[src/verilog/yydt_pkg.sv]
// Package of register map, field layout, reset values and timing for the yearly date timer.
package yydt_pkg;

	// ==========================================================================
	// Register byte offsets on the Wishbone bus.
	localparam logic [7:0] YYDT_CTRL_OFS = 8'h00;
	localparam logic [7:0] YYDT_ON_OFS = 8'h04;
	localparam logic [7:0] YYDT_OFF_OFS = 8'h08;
	localparam logic [7:0] YYDT_STAT_OFS = 8'h0C;
	localparam logic [7:0] YYDT_NOW_OFS = 8'h10;

	// ==========================================================================
	// Control register bit positions.
	localparam int YYDT_CTRL_EN_BIT = 0;
	localparam int YYDT_CTRL_MON_BIT = 1;
	localparam int YYDT_CTRL_YR_BIT = 2;
	localparam int YYDT_CTRL_PUL_BIT = 3;
	localparam int YYDT_CTRL_W = 4;

	// Status register bit positions.
	localparam int YYDT_STAT_OUT_BIT = 0;
	localparam int YYDT_STAT_ERR_BIT = 1;

	// ==========================================================================
	// Date key layout: year offset from 2000, then month, then day.
	localparam int YYDT_KEY_W = 16;
	localparam int YYDT_YEAR_LSB = 9;
	localparam int YYDT_YEAR_W = 7;
	localparam int YYDT_MONTH_LSB = 5;
	localparam int YYDT_MONTH_W = 4;
	localparam int YYDT_DAY_W = 5;
	localparam int YYDT_MD_W = 9;
	localparam logic [6:0] YYDT_YEAR_MAX = 7'h63;

	// ==========================================================================
	// Reset values.
	localparam logic [3:0] YYDT_CTRL_RST = 4'h0;
	localparam logic [15:0] YYDT_DATE_RST = 16'h0021;

	// ==========================================================================
	// Scan cycle timing.
	localparam int YYDT_CLK_PERIOD_NS = 10;
	localparam int YYDT_SCAN_TIME_US = 100;
	localparam int YYDT_SCAN_CYCLES = (YYDT_SCAN_TIME_US * 1000) / YYDT_CLK_PERIOD_NS;

	// Year field of a date key.
	function automatic logic [6:0] yydt_year(input logic [15:0] key);
		yydt_year = key[15:9];
	endfunction

	// Month and day fields of a date key.
	function automatic logic [8:0] yydt_md(input logic [15:0] key);
		yydt_md = key[8:0];
	endfunction

	// Day field of a date key.
	function automatic logic [4:0] yydt_day(input logic [15:0] key);
		yydt_day = key[4:0];
	endfunction

	// Byte-lane merge of a write into an old word.
	function automatic logic [31:0] yydt_merge(input logic [31:0] old, input logic [31:0] wr,
		input logic [3:0] sel);
		logic [31:0] res;
		res = old;
		for (int i = 0; i < 4; i++)
		begin
			if (sel[i])
			begin
				res[i*8 +: 8] = wr[i*8 +: 8];
			end
		end
		yydt_merge = res;
	endfunction

endpackage

[src/verilog/yydt_scan_div.sv]
// Divider that marks the program scan cycle with a one-cycle enable pulse.
`timescale 1ns/100ps
module yydt_scan_div
	import yydt_pkg::*;
#(
	parameter int SCAN_CYCLES = YYDT_SCAN_CYCLES
)
(
	// Clock and reset.
	input wire logic clk_i,
	input wire logic rst_i,
	// Scan enable pulse.
	output logic tick_o
);

	// ==========================================================================
	// Divider state.
	typedef struct packed {
		logic [31:0] cnt;
		logic tick;
	} yydt_div_t;

	yydt_div_t st_r;
	yydt_div_t st_nxt;

	// Elaboration check: a scan shorter than two clocks cannot give a one-cycle pulse.
	if (SCAN_CYCLES < 2)
	begin : g_bad_scan
		$error("SCAN_CYCLES must be at least 2.");
	end

	// Count to the end of the scan period and pulse once.
	always_comb
	begin
		st_nxt = st_r;
		st_nxt.tick = 1'b0;
		if (st_r.cnt == 32'(SCAN_CYCLES - 1))
		begin
			st_nxt.cnt = 32'h0;
			st_nxt.tick = 1'b1;
		end
		else
		begin
			st_nxt.cnt = st_r.cnt + 32'h1;
		end
	end

	// State register.
	always_ff @(posedge clk_i or posedge rst_i)
	begin
		if (rst_i)
		begin
			st_r <= '0;
		end
		else
		begin
			st_r <= st_nxt;
		end
	end

	assign tick_o = st_r.tick;

endmodule // yydt_scan_div

[src/verilog/yydt_date_eval.sv]
// Combinational date comparison giving the switching level and the pulse hit.
`timescale 1ns/100ps
module yydt_date_eval
	import yydt_pkg::*;
(
	// Mode selection.
	input wire logic mon_i,
	input wire logic yr_i,
	// Dates as year, month, day keys.
	input wire logic [15:0] today_i,
	input wire logic [15:0] on_i,
	input wire logic [15:0] off_i,
	// Results.
	output logic level_o,
	output logic hit_o
);

	logic [6:0] y;
	logic [6:0] on_y;
	logic [6:0] off_y;
	logic yin;

	// Year window from the first active year to the final off year.
	assign y = yydt_year(today_i);
	assign on_y = yydt_year(on_i);
	assign off_y = yydt_year(off_i);
	assign yin = (y >= on_y) && (y <= off_y);

	// Level and hit for the selected recurrence; monthly wins over yearly.
	always_comb
	begin
		level_o = 1'b0;
		hit_o = 1'b0;
		if (mon_i)
		begin
			hit_o = yin && (yydt_day(today_i) == yydt_day(on_i));
			if (yydt_day(on_i) <= yydt_day(off_i))
			begin
				level_o = yin && (yydt_day(today_i) >= yydt_day(on_i))
					&& (yydt_day(today_i) < yydt_day(off_i));
			end
			else
			begin
				level_o = yin && ((yydt_day(today_i) >= yydt_day(on_i))
					|| (yydt_day(today_i) < yydt_day(off_i)));
			end
		end
		else if (yr_i)
		begin
			hit_o = yin && (yydt_md(today_i) == yydt_md(on_i));
			if (yydt_md(on_i) <= yydt_md(off_i))
			begin
				level_o = yin && (yydt_md(today_i) >= yydt_md(on_i))
					&& (yydt_md(today_i) < yydt_md(off_i));
			end
			else
			begin
				level_o = ((yydt_md(today_i) >= yydt_md(on_i)) && (y >= on_y) && (y < off_y))
					|| ((yydt_md(today_i) < yydt_md(off_i)) && (y > on_y) && (y <= off_y));
			end
		end
		else
		begin
			hit_o = (today_i == on_i);
			level_o = (today_i >= on_i) && (today_i < off_i);
		end
	end

endmodule // yydt_date_eval

[src/verilog/yydt_timer.sv]
// Yearly date timer: Wishbone registers, scan-cycle evaluation and the switched output.
`timescale 1ns/100ps
module yydt_timer
	import yydt_pkg::*;
#(
	parameter int SCAN_CYCLES = YYDT_SCAN_CYCLES
)
(
	// Clock and reset.
	input wire logic CLOCK_I,
	input wire logic RESET_I,
	// Wishbone classic slave.
	input wire logic WB_CYC_I,
	input wire logic WB_STB_I,
	input wire logic WB_WE_I,
	input wire logic [7:0] WB_ADR_I,
	input wire logic [3:0] WB_SEL_I,
	input wire logic [31:0] WB_DAT_I,
	output logic [31:0] WB_DAT_O,
	output logic WB_ACK_O,
	// Current date from the real-time clock, same clock domain.
	input wire logic [6:0] DATE_YEAR_I,
	input wire logic [3:0] DATE_MONTH_I,
	input wire logic [4:0] DATE_DAY_I,
	// Switched output to program logic.
	output logic SWITCH_O
);

	// ==========================================================================
	// State of the block.
	typedef struct packed {
		logic [3:0] ctrl;
		logic [15:0] on_date;
		logic [15:0] off_date;
		logic [15:0] last_key;
		logic seen;
		logic out;
		logic err;
		logic ack;
		logic [31:0] rdat;
	} yydt_state_t;

	yydt_state_t st_r;
	yydt_state_t st_nxt;

	logic tick;
	logic [15:0] today;
	logic level;
	logic hit;
	logic en;
	logic mon;
	logic yr;
	logic pul;
	logic req;
	logic wr;
	logic new_day;
	logic [31:0] wr_word;

	// Elaboration check: a scan shorter than two clocks breaks the pulse timing.
	if (SCAN_CYCLES < 2)
	begin : g_bad_scan
		$error("SCAN_CYCLES must be at least 2.");
	end

	// ==========================================================================
	// Scan cycle divider and date comparison.
	// The divider restarts with reset, so the first tick lands one scan after release.
	yydt_scan_div #(
		.SCAN_CYCLES(SCAN_CYCLES)
	) u_div (
		.clk_i(CLOCK_I),
		.rst_i(RESET_I),
		.tick_o(tick)
	);

	// The comparison is combinational and only counts when a tick samples it.
	yydt_date_eval u_eval (
		.mon_i(mon),
		.yr_i(yr),
		.today_i(today),
		.on_i(st_r.on_date),
		.off_i(st_r.off_date),
		.level_o(level),
		.hit_o(hit)
	);

	// Decoded control, today's key and bus request.
	assign today = {DATE_YEAR_I, DATE_MONTH_I, DATE_DAY_I};
	assign en = st_r.ctrl[YYDT_CTRL_EN_BIT];
	assign mon = st_r.ctrl[YYDT_CTRL_MON_BIT];
	assign yr = st_r.ctrl[YYDT_CTRL_YR_BIT];
	assign pul = st_r.ctrl[YYDT_CTRL_PUL_BIT];
	assign req = WB_CYC_I && WB_STB_I && !st_r.ack;
	assign wr = req && WB_WE_I;
	assign new_day = tick && st_r.seen && (today != st_r.last_key);

	// ==========================================================================
	// Next-state logic: registers, bus answer and switching.
	always_comb
	begin
		st_nxt = st_r;
		wr_word = 32'h0;
		// The answer is registered, so ack follows one cycle after the request,
		// and the request term masks a second request while ack is still high.
		st_nxt.ack = req;
		// Register writes; a date with a year past the limit is refused.
		if (wr)
		begin
			unique case (WB_ADR_I)
				YYDT_CTRL_OFS:
				begin
					wr_word = yydt_merge({28'h0, st_r.ctrl}, WB_DAT_I, WB_SEL_I);
					st_nxt.ctrl = wr_word[3:0];
				end
				YYDT_ON_OFS:
				begin
					wr_word = yydt_merge({16'h0, st_r.on_date}, WB_DAT_I, WB_SEL_I);
					if (wr_word[15:9] <= YYDT_YEAR_MAX)
					begin
						st_nxt.on_date = wr_word[15:0];
					end
					else
					begin
						st_nxt.err = 1'b1;
					end
				end
				YYDT_OFF_OFS:
				begin
					wr_word = yydt_merge({16'h0, st_r.off_date}, WB_DAT_I, WB_SEL_I);
					if (wr_word[15:9] <= YYDT_YEAR_MAX)
					begin
						st_nxt.off_date = wr_word[15:0];
					end
					else
					begin
						st_nxt.err = 1'b1;
					end
				end
				YYDT_STAT_OFS:
				begin
					// Writing one clears the error flag.
					if (WB_SEL_I[0] && WB_DAT_I[YYDT_STAT_ERR_BIT])
					begin
						st_nxt.err = 1'b0;
					end
				end
				default:
				begin
					wr_word = 32'h0;
				end
			endcase
		end
		// A refused date in the same cycle keeps the error flag set.
		if (wr && ((WB_ADR_I == YYDT_ON_OFS) || (WB_ADR_I == YYDT_OFF_OFS))
			&& (wr_word[15:9] > YYDT_YEAR_MAX))
		begin
			st_nxt.err = 1'b1;
		end
		// Read data, unmapped addresses read as zero.
		st_nxt.rdat = 32'h0;
		if (req && !WB_WE_I)
		begin
			unique case (WB_ADR_I)
				YYDT_CTRL_OFS: st_nxt.rdat = {28'h0, st_r.ctrl};
				YYDT_ON_OFS: st_nxt.rdat = {16'h0, st_r.on_date};
				YYDT_OFF_OFS: st_nxt.rdat = {16'h0, st_r.off_date};
				YYDT_STAT_OFS: st_nxt.rdat = {30'h0, st_r.err, st_r.out};
				YYDT_NOW_OFS: st_nxt.rdat = {16'h0, today};
				default: st_nxt.rdat = 32'h0;
			endcase
		end
		// Disabling clears the seen flag, so the first tick after enabling only
		// records the date and a period already running is only switched on at the next new day.
		// Evaluation once per scan cycle while enabled.
		if (!en)
		begin
			st_nxt.seen = 1'b0;
			st_nxt.out = 1'b0;
		end
		else if (tick)
		begin
			st_nxt.seen = 1'b1;
			st_nxt.last_key = today;
			if (pul)
			begin
				// A pulse lasts one scan and only starts at a new day.
				st_nxt.out = new_day && hit;
			end
			else if (new_day)
			begin
				st_nxt.out = level;
			end
		end
	end

	// State register.
	// Reset loads each field with its default; the answer and the output start low.
	always_ff @(posedge CLOCK_I or posedge RESET_I)
	begin
		if (RESET_I)
		begin
			st_r.ctrl <= YYDT_CTRL_RST;
			st_r.on_date <= YYDT_DATE_RST;
			st_r.off_date <= YYDT_DATE_RST;
			st_r.last_key <= 16'h0000;
			st_r.seen <= 1'b0;
			st_r.out <= 1'b0;
			st_r.err <= 1'b0;
			st_r.ack <= 1'b0;
			st_r.rdat <= 32'h0;
		end
		else
		begin
			st_r <= st_nxt;
		end
	end

	// Outputs.
	assign WB_ACK_O = st_r.ack;
	assign WB_DAT_O = st_r.rdat;
	assign SWITCH_O = st_r.out;

	// ==========================================================================
	// Checks on the switching and the register file.
	// The pulse checks rely on at least two clocks per scan, which the
	// elaboration check above guarantees.
	AST_SWITCH_ON_BOUNDARY: assert property (@(posedge CLOCK_I) disable iff (RESET_I)
		(!$past(st_r.out) && st_r.out) |-> $past(tick && st_r.seen && en))
		else $error("Output rose outside a scan evaluation.");

	AST_PULSE_ONE_SCAN: assert property (@(posedge CLOCK_I) disable iff (RESET_I)
		(pul && st_r.out && tick && !new_day) |=> !st_r.out)
		else $error("Pulse output outlived one scan cycle.");

	AST_YEAR_LIMIT: assert property (@(posedge CLOCK_I) disable iff (RESET_I)
		(yydt_year(st_r.on_date) <= YYDT_YEAR_MAX) && (yydt_year(st_r.off_date) <= YYDT_YEAR_MAX))
		else $error("Stored date year beyond the limit.");

	AST_REFUSE_YEAR: assert property (@(posedge CLOCK_I) disable iff (RESET_I)
		(wr && (WB_ADR_I == YYDT_ON_OFS) && (WB_SEL_I == 4'hF) && (WB_DAT_I[15:9] > YYDT_YEAR_MAX))
		|=> (st_r.err && $stable(st_r.on_date)))
		else $error("Out-of-range year was accepted.");

	AST_PERIOD_SET: assert property (@(posedge CLOCK_I) disable iff (RESET_I)
		(en && !mon && !yr && !pul && new_day && (today == st_r.on_date)
			&& (st_r.on_date < st_r.off_date)) |=> st_r.out)
		else $error("Period did not start at the on date.");

	AST_YEARLY_SET: assert property (@(posedge CLOCK_I) disable iff (RESET_I)
		(en && yr && !mon && !pul && new_day && (yydt_md(today) == yydt_md(st_r.on_date))
			&& (yydt_md(st_r.on_date) != yydt_md(st_r.off_date))
			&& (yydt_year(today) >= yydt_year(st_r.on_date))
			&& (yydt_year(today) < yydt_year(st_r.off_date))) |=> st_r.out)
		else $error("Yearly output did not switch on.");

	AST_MONTHLY_OFF: assert property (@(posedge CLOCK_I) disable iff (RESET_I)
		(en && mon && !pul && new_day && (yydt_day(today) == yydt_day(st_r.off_date))
			&& (yydt_day(st_r.on_date) != yydt_day(st_r.off_date))) |=> !st_r.out)
		else $error("Monthly output did not switch off.");

	AST_FINAL_YEAR: assert property (@(posedge CLOCK_I) disable iff (RESET_I)
		(en && (mon || yr) && new_day && (yydt_year(today) > yydt_year(st_r.off_date)))
		|=> !st_r.out)
		else $error("Output re-armed after the final year.");

	AST_SINGLE_PULSE: assert property (@(posedge CLOCK_I) disable iff (RESET_I)
		(en && pul && !mon && !yr && tick && (today != st_r.on_date)) |=> !st_r.out)
		else $error("Single pulse fired off its date.");

	AST_YEARLY_PULSE: assert property (@(posedge CLOCK_I) disable iff (RESET_I)
		(en && pul && yr && !mon && new_day && (yydt_md(today) == yydt_md(st_r.on_date))
			&& (yydt_year(today) >= yydt_year(st_r.on_date))
			&& (yydt_year(today) <= yydt_year(st_r.off_date))) |=> st_r.out ##1 st_r.out)
		else $error("Yearly pulse missing.");

	AST_MONTH_END_YEAR: assert property (@(posedge CLOCK_I) disable iff (RESET_I)
		(en && mon && !pul && new_day && (yydt_year(today) == yydt_year(st_r.off_date))
			&& (yydt_day(today) == yydt_day(st_r.on_date))
			&& (yydt_day(st_r.on_date) != yydt_day(st_r.off_date))
			&& (yydt_year(today) >= yydt_year(st_r.on_date))) |=> st_r.out)
		else $error("Monthly pattern stopped before the final year.");

	AST_NO_RETRO_SET: assert property (@(posedge CLOCK_I) disable iff (RESET_I)
		(en && !st_r.seen) |=> !st_r.out)
		else $error("Output set before a date was recorded.");

	AST_HOLD_BETWEEN_DAYS: assert property (@(posedge CLOCK_I) disable iff (RESET_I)
		(en && !pul && !new_day) |=> $stable(st_r.out))
		else $error("Output changed without a new day.");

	AST_PERIOD_END: assert property (@(posedge CLOCK_I) disable iff (RESET_I)
		(en && !mon && !yr && !pul && new_day && (today == st_r.off_date))
		|=> !st_r.out)
		else $error("Period did not end at the off date.");

	AST_YEARLY_WRAP_OFF: assert property (@(posedge CLOCK_I) disable iff (RESET_I)
		(en && yr && !mon && !pul && new_day && (yydt_md(today) == yydt_md(st_r.off_date))
			&& (yydt_md(st_r.off_date) < yydt_md(st_r.on_date))) |=> !st_r.out)
		else $error("Wrapped yearly output did not switch off.");

	AST_MONTHLY_PULSE: assert property (@(posedge CLOCK_I) disable iff (RESET_I)
		(en && pul && mon && new_day && (yydt_day(today) == yydt_day(st_r.on_date))
			&& (yydt_year(today) >= yydt_year(st_r.on_date))
			&& (yydt_year(today) <= yydt_year(st_r.off_date))) |=> st_r.out)
		else $error("Monthly pulse missing.");

	AST_DISABLE_OFF: assert property (@(posedge CLOCK_I) disable iff (RESET_I)
		!en |=> !st_r.out)
		else $error("Output stayed on while disabled.");

	AST_TICK_SINGLE: assert property (@(posedge CLOCK_I) disable iff (RESET_I)
		tick |=> !tick)
		else $error("Scan tick lasted more than one clock.");

	AST_ERR_STICKY: assert property (@(posedge CLOCK_I) disable iff (RESET_I)
		(st_r.err && !(wr && (WB_ADR_I == YYDT_STAT_OFS))) |=> st_r.err)
		else $error("Error flag cleared without a write.");

	AST_REFUSE_OFF_YEAR: assert property (@(posedge CLOCK_I) disable iff (RESET_I)
		(wr && (WB_ADR_I == YYDT_OFF_OFS) && (WB_SEL_I == 4'hF)
			&& (WB_DAT_I[15:9] > YYDT_YEAR_MAX))
		|=> (st_r.err && $stable(st_r.off_date)))
		else $error("Out-of-range off year was accepted.");

	// ==========================================================================
	// Checks on the bus answer.
	AST_ACK_PULSE: assert property (@(posedge CLOCK_I) disable iff (RESET_I)
		WB_ACK_O |=> !WB_ACK_O)
		else $error("Acknowledge held for more than one cycle.");

endmodule // yydt_timer

[config.mk]
export PLATFORM = sky130hd
export DESIGN_NAME = yydt_timer
export DESIGN_NICKNAME = d
export VERILOG_FILES = /design/src/verilog/yydt_pkg.sv /design/src/verilog/yydt_scan_div.sv /design/src/verilog/yydt_date_eval.sv /design/src/verilog/yydt_timer.sv
export SDC_FILE = /design/constraint.sdc
export NUM_CORES = 1
export LEC_CHECK = 0
export ABC_AREA = 1
export BUFFER_PORTS_ARGS = -buffer_cell sky130_fd_sc_hd__buf_2
export CAP_MARGIN = 25
export CELL_PAD_IN_SITES_DETAIL_PLACEMENT = 0
export CELL_PAD_IN_SITES_GLOBAL_PLACEMENT = 1
export CORE_ASPECT_RATIO = 0.75
export CORE_MARGIN = 3
export CORE_UTILIZATION = 43
export CTS_CLUSTER_DIAMETER = 100
export DETAILED_ROUTE_END_ITERATION = 10
export GPL_TIMING_DRIVEN = 0
export HOLD_SLACK_MARGIN = 0.15
export PLACE_DENSITY = 0.81
export SLEW_MARGIN = 20
export SYNTH_ARGS = -nofsm -noshare
export SYNTH_HDL_FRONTEND = slang
export SYNTH_SLANG_ARGS = --single-unit
[constraint.sdc]
create_clock -name CLOCK_I -period 3.65 [get_ports CLOCK_I]
set_input_delay 0 -clock CLOCK_I [delete_from_list [all_inputs] [get_ports CLOCK_I]]
set_output_delay 0 -clock CLOCK_I [all_outputs]
set_load 0.1 [all_outputs]
Word-level counts from Yosys, hierarchy flattened
Index checks and enable logic that the tools add are counted.

Word-level logic and storage cells: 110. Memories: 0. Register bits after elaboration: 121. Bits in read-only memories: 0. Bits in writable memories: 0. Latch bits: 0.

Shift operators: 0. $lt $le $gt $ge: 15. Multiply operators: 0. Bitwise gates (word level): 0. Add/subtract/negate cells: 1. Div/mod/pow operators: 0. Reductions and logical operators: 37. Multiplexer cells: 32. Eq/ne operators: 14.

Operators by type and width (number): 8-bit two-way mux (10); 16-bit one-hot mux with 5 select lines (1); 16-bit one-hot mux with 3 select lines (1); 32-bit by 1-bit adder with 32-bit output, second input constant (1); 32-bit by 14-bit equality test with 1-bit output, second input constant (1); 16-bit two-way mux (2); 32-bit two-way mux (1); 1-bit logical AND (23); 16-bit equality test (1); 8-bit by 4-bit equality test with 1-bit output, second input constant (2); 16-bit >= comparator (1); 16-bit < comparator (1); 16-bit != test (1); 7-bit less-or-equal comparator, second input constant (2); 1-bit two-way mux (14); 9-bit equality test (1); 9-bit >= comparator (1); 9-bit less-or-equal comparator (1); 9-bit < comparator (1); 8-bit by 3-bit equality test with 1-bit output, second input constant (1); 8-bit by 5-bit equality test with 1-bit output, second input constant (1); 8-bit zero test (1); 7-bit >= comparator (1); 7-bit greater-than comparator (1); other kinds (20) (28).

Depth between registers and ports, before layout
Gate-level depths: netlist of the first run.

Depth in word-level cells: 11. Mapped depth: 17. Depth with buffers taken out: 17.

Cells and area by module
Synthesis of the first run repeated with hierarchy kept, for this count alone.

Cells, all modules: 1043. Area, all modules: 7358.3 µm².

By module, submodules not included: yydt_timer (instances 1, sequential area each 1806.7 µm², cells an instance 512, area an instance 3950.0 µm²); yydt_scan_div (instances 1, sequential area each 825.8 µm², cells an instance 292, area an instance 1979.4 µm²); yydt_date_eval (instances 1, sequential area each 0.0 µm², cells an instance 239, area an instance 1428.9 µm²).

Worst setup path before layout of the first run
OpenSTA, ideal clock, no wires.

Path type: reg2reg. Start point: register st_r (netlist bit WB_ACK_O). End point: register st_r[33] (netlist bit). Cell stages (with the launch flop): 9. Library setup time: 0.129 ns. Period minus slack after synthesis: 2.094 ns. Setup slack: 1.556 ns. Required time: 3.521 ns. Data arrival time: 1.965 ns. Cells stage by stage: dfrtp_1 > inv_1 > nand3_1 > nor2_1 > inv_1 > nor2_1 > nand3_1 > o21ai_0 > o21ai_0.

Cells in the longest elaborated chain, start to end: 8. Elaborated cells on any way between the ends: 14.

Ends and longest elaborated chain: start: declaration (line yydt_timer.sv:43) `yydt_state_t st_r;`; start signal: assignment (line yydt_timer.sv:214) `st_r <= st_nxt;`; 1-bit zero test (*) (line yydt_timer.sv:93) `assign req = WB_CYC_I && WB_STB_I && !st_r.ack;`; 1-bit logical AND (*) (line yydt_timer.sv:93); 1-bit logical AND (*) (line yydt_timer.sv:94) `assign wr = req && WB_WE_I;`; 16-bit two-way mux (line yydt_timer.sv:107) `if (wr)`; 7-bit greater-than comparator (line yydt_timer.sv:155) `&& (wr_word[15:9] > YYDT_YEAR_MAX))`; 1-bit logical AND (line yydt_timer.sv:155); 3-bit != test (no line), or another cell as far along; 5-bit AND reduction (no line).

Mark *: on every way between the ends. The rest lies on a longest branch, timed or not. A chain may end at the register's enable or synchronous reset.

==> reports/qor.csv, run 1 <==
metric,value,unit
slew_viol_final,0,
syn_inst,891,
start_kind,primary input,
start_util,44.9,%
drt_iter0_drc,525,
drc,0,
gr-total-overflow,0,
crit_arrival,3.22,ns
worst-path-max-fanout,10,
cp-startpoint,WB_ADR_I[5],
n_antenna_cell,0,
synth_seq_cells,105,
clkSinkCount,105,
drv_cap,0,
synth_edf_count,0,
layout_common_cells,"nand2_1 (238), inv_1 (129), dfrtp_1 (101)",
worst_pin_slew,0.726,ns
peakVddDrop,0.000207,V
worstPathRequired,3.94,ns
grt_pass1_wl,30200,um
syn2layout_area_growth,21.0,%
syn_avg_cell_area,7.84,um^2
drive_above_1_share,16.2,%
slew_headroom,51.6,%
boundaryPins,99,
r2r-start,WB_ACK_O,
clockBufferDepth,2,
h-tree-depth,3,
yosys.cell_types.count,48,
core_area,15600,um^2
portBuffers,64,
clk_pin_slew,0.07,ns
synthArstFlopShare,100,%
gp_congestion,0.877,
skew,0.00455,ns
die_w,153,um
finalInstanceArea,8450,um^2
detail-route-antenna-nets,0,
setup_violations,0,
final_common_cell,nand2_1,
nFillCells,1519,
status,"finished, final reports clean",
powerDensity,302,nW/um^2
die_h,116,um
post-route-period-util,80.4,%
critical_path_class,in2reg,
grt_start_max_net_pins,70,
rrSetupSlack,1.41,ns
yosysSeqAreaShare,37.7,%
rows,39,
grt_use_total,21.5,%
dp_hpwl,13800,um
antenna_found_initial,0,
cellLeakagePower,4.21,nW
grt_pass1_vias,5800,
syn-cell-area,6990,um^2
rsz0062_at_grt,false,
fin_crit,2.94,ns
hp-class,in2async,
die_area,17800,um^2
worstRegToRegCells,7,
synth-main-ff-cell,dfrtp_1,
placed_area,7650,um^2
final_hold_viol_count,0,
rr_endpoint,WB_DAT_O[6],
num_vias,6091,
clkLatencyLatePin,0.35,ns
power,2.55,mW
viasPerCell,4.91,
route.final.wire_length,18200,um
num-nets-final,1138,
fmax,341,MHz
end_kind,flop,
cts_made_buffers,9,
first_pass_iters,5,
cts_tree,yes,
wl_per_cell,14.7,um
yosysWarnings,0,
ctsRootBufferMaster,clkbuf_16,
[final cells by class]
| class | instances | area, um^2 | area share [%] |
|---|---|---|---|
| Multi-Input combinational cell | 622 | 3590 | 42.5 |
| Tap cell | 205 | 256 | 3.03 |
| Clock buffer | 9 | 225 | 2.66 |
| Timing Repair Buffer | 113 | 828 | 9.80 |
| Inverter | 135 | 512 | 6.05 |
| Sequential cell | 105 | 2630 | 31.1 |
| Buffer | 44 | 314 | 3.72 |
| Clock inverter | 7 | 93.8 | 1.11 |
[critical path, cell delays in order]
cell and delay [ns]:
dlygate4sd3_1 0.54, buf_2 0.14, nor3_4 0.23, dlygate4sd3_1 0.61, nand2_2 0.09, nor2_4 0.31
buf_2 0.41, nand2_1 0.08, a31oi_1 0.21, dlygate4sd3_1 0.59
[cells in the mapped netlist (all sizes together), types with 2 or more instances]
library cell    n  share of area (%)
nor3           21                1.8
a31oi          15                3.1
a21oi          32                2.3
o21ai          58                4.2
or2             3               0.30
dfrtp         101                 36
a221oi          2               0.25
nand3b          2               0.21
xnor2           5               0.63
xor2           31                3.9
clkbuf          3               0.16
mux2            5               0.81
nor2           68                4.4
mux2i           2               0.29
buf            41                4.3
inv           135                7.3
dfstp           4                1.5
o22ai           3               0.27
a21o            3               0.32
nand2         244                 13
ha             43                7.7
nand4          19                2.3
nand3          36                2.9
nor4           10               0.90
[cell families after synthesis]
kind of cell,count (synthesis),share of synthesized area [%]
fa+ha+maj,43,7.70
simple gates,405,26.6
xor+xnor,36,4.51
other cells,1,0.0537
buf+inv,179,11.7
mux,7,1.09
flops,105,37.7
compound gates,115,10.6
[worst max-delay path by stage]
| stage | end | slack [ns] | cells past startpoint |
|---|---|---|---|
| CTS | WB_DAT_O[6] | 0.79 | 10 |
| finish | WB_DAT_O[6] | 0.71 | 10 |
| global route | WB_DAT_O[6] | 0.59 | 10 |
| floorplan | SWITCH_O | 0.90 | 1 |
| detailed placement | u_div.st_r[18] | 1.52 | 11 |
| global placement | async pin | -0.55 | 2 |
[repair_timing]
| action | 4_1_cts | 5_1_grt |
|---|---|---|
| buffers inserted | 0 | 0 |
| resized for setup | 0 | 0 |
| endpoints found under the hold margin | 171 | 0 |
| hold buffers | 48 | 0 |
[layer usage]
layer | share of wire (%) | vias to the layer above | GRT usage (%)
li1 | - | 3106 | -
met5 | 0 | - | 0
met1 | 55 | 2804 | 34.2
met4 | 0.92 | 0 | 4.45
met2 | 38 | 169 | 29.0
met3 | 6.3 | 12 | 5.33
[power by group]
group          switching, mW  internal (mW)
Clock                  0.450          0.601
Combinational          0.213          0.111
Sequential           0.00499           1.17
[through the flow]
stage          setup TNS, ns  setup WS, ns  util [%]  hold slack (ns)  cells
4_1_cts                    0         0.793      54.3            0.193   1240
3_3_place_gp          -54.44        -0.550      49.0            0.232   1175
3_5_place_dp               0          1.52      49.2           0.0309   1176
6_report                   0         0.714      54.3            0.188   1240
5_1_grt                    0         0.588      54.3            0.199   1240
2_1_floorplan              0         0.896         -            0.119    906
Note: power is estimated with default switching activity, not from simulation.
==> run 2, diff against run 1 <==
CORE_UTILIZATION = 39   (was 43)
PLACE_DENSITY = 0.77   (was 0.81)
clock period = 2.6 ns   (was 3.65 ns; I/O delays follow)
==> reports/qor.csv, run 2 (synthesis results as in run 1) <==
metric,value,unit,change
nFillCells,1726,,+14%
gp_congestion,0.893,,+1.8%
post-cts-setup-buffers,0,,unchanged
start_util,40.7,%,-4.2 points
end_kind,flop,,
start_kind,primary input,,
hold_ws,0.151,ns,-0.0371 ns
drc,0,,unchanged
antenna_found_initial,0,,unchanged
slew_viol_final,0,,unchanged
ctsRootBufferMaster,clkbuf_16,,
n_antenna_cell,0,,unchanged
grt_pass1_wl,29400,um,-2.8%
first_pass_iters,5,,unchanged
viasPerCell,4.78,,-2.7%
drt_iter0_drc,507,,-3.4%
hp-class,in2async,,
cts_made_buffers,9,,unchanged
die_h,122,um,+4.7%
clockBufferDepth,2,,unchanged
grt_pass1_vias,5480,,-5.5%
worstPathRequired,2.89,ns,-1.05 ns
boundaryPins,99,,unchanged
die_w,161,um,+4.8%
post-route-period-util,94.5,%,
fmax,407,MHz,
setup_slack,0.142,ns,-0.572 ns
rsz0062_at_grt,false,,
syn2layout_area_growth,21.8,%,
route.final.wire_length,18500,um,+1.9%
setup_violations,0,,unchanged
grt_start_max_net_pins,32,,-54%
clkSinkCount,105,,unchanged
dp_hpwl,14500,um,+4.4%
crit_arrival,2.75,ns,-0.47 ns
portBuffers,64,,unchanged
worst-path-max-fanout,8,,-2
gr-total-overflow,0,,unchanged
drv_cap,0,,unchanged
core_area,17200,um^2,+10%
cts_tree,yes,,
num_vias,6076,,-0.25%
num-nets-final,1138,,unchanged
final_common_cell,nand2_1,,
critical_path_class,in2reg,,
grt_use_total,19.4,%,-2.1 points
clk_pin_slew,0.08,ns,about the same
pre_cts_slack,0.426,ns,-1.09 ns
status,"finished, final reports clean",,
layout_common_cells,"nand2_1 (238), inv_1 (129), dfrtp_1 (101)",,
rows,41,,+5.1%
rrSetupSlack,0.40,ns,-1.01 ns
setup-tns-final,0,ns,unchanged
h-tree-depth,3,,unchanged
clkLatencyLatePin,0.36,ns,about the same
slew_headroom,57.3,%,+5.7 points
wl_per_cell,14.6,um,-0.58%
skew,0.00835,ns,+0.00379 ns
peakVddDrop,0.000258,V,+25%
drive_above_1_share,16.5,%,+0.29 points
worst_pin_slew,0.635,ns,-0.0906 ns
die_area,19600,um^2,+9.8%
final_hold_viol_count,0,,unchanged
detail-route-antenna-nets,0,,unchanged
cellLeakagePower,4.22,nW,+0.12%
fin_crit,2.46,ns,
powerDensity,413,nW/um^2,+37%
-- run 2: cell types whose count changed in the layout (fill, tap and decap cells not counted), sizes merged --
| cell | delta |
|---|---|
| clkbuf | +2 |
| buf | +3 |
| bufinv | -2 |
| dlygate4sd3 | -3 |
| inv | -1 |
| clkinv | +1 |
-- run 2: repair_timing --
| item | 4_1_cts | 5_1_grt |
|---|---|---|
| endpoints found under the hold margin | 143 | 0 |
| hold buffers | 45 | 0 |
| resized for setup | 0 | 0 |
| endpoints found under the setup margin | 0 | 0 |
-- run 2: worst max-delay path, cell delays in order --
cell and delay (ns):
dlygate4sd3_1 0.53, buf_2 0.14, nor3_4 0.24, dlygate4sd3_1 0.61
nand2_2 0.09, nor2_4 0.30, a21oi_1 0.14, a31oi_1 0.14
dlygate4sd3_1 0.56
-- run 2: metal layers --
metal | up-vias | global-route usage (%) | share of wire, %
li1 | 3107 | - | -
met1 | 2780 | 31.2 | 54
met2 | 173 | 25.7 | 38
met3 | 16 | 4.62 | 6.8
met4 | 0 | 4.01 | 0.90
met5 | - | 0 | 0
-- run 2: per-stage QoR --
| stage | area [um^2] | utilization, % | cells | total power, mW |
|---|---|---|---|---|
| after detailed placement | 7760 | 45.1 | 1210 | 2.11 |
| after global routing | 8510 | 49.5 | 1271 | 3.68 |
| after global placement | 7660 | 44.6 | 1206 | 2.09 |
| final | 8510 | 49.5 | 1271 | 3.52 |
| after CTS | 8510 | 49.5 | 1271 | 3.56 |
| after floorplan | 7050 | - | 906 | 1.97 |
-- run 2: path summary, 6_finish.rpt --
check	depth (start not counted)	endpoint	start
setup / recovery	9	WB_DAT_O[1]	WB_ADR_I[5]
hold / removal	3	st_r[64]	RESET_I
setup reg to reg	11	u_div.st_r[18]	u_div.st_r[1]
hold reg to reg	1	u_div.st_r[1]	u_div.st_r[1]
max in group asynchronous	6	async pin	RESET_I
min in group CLOCK_I	6	WB_DAT_O[15]	WB_ADR_I[3]
-- run 2: cell type report --
type / count / area [um^2] / area share [%]
multi-input combinational: 622 / 3590 / 42.2
sequential: 105 / 2630 / 30.9
timing repair buffer: 113 / 866 / 10.2
inverter: 135 / 510 / 6.00
buffer: 44 / 314 / 3.69
tap: 236 / 295 / 3.47
clock buffer: 11 / 253 / 2.97
clock inverter: 5 / 50.0 / 0.588
-- run 2: power by group --
group	switching, mW	leakage, nW	internal [mW]
Combinational	0.305	2.76	0.166
Clock	0.677	0.145	0.719
Sequential	0.00693	1.32	1.64
Total	0.989	4.22	2.53
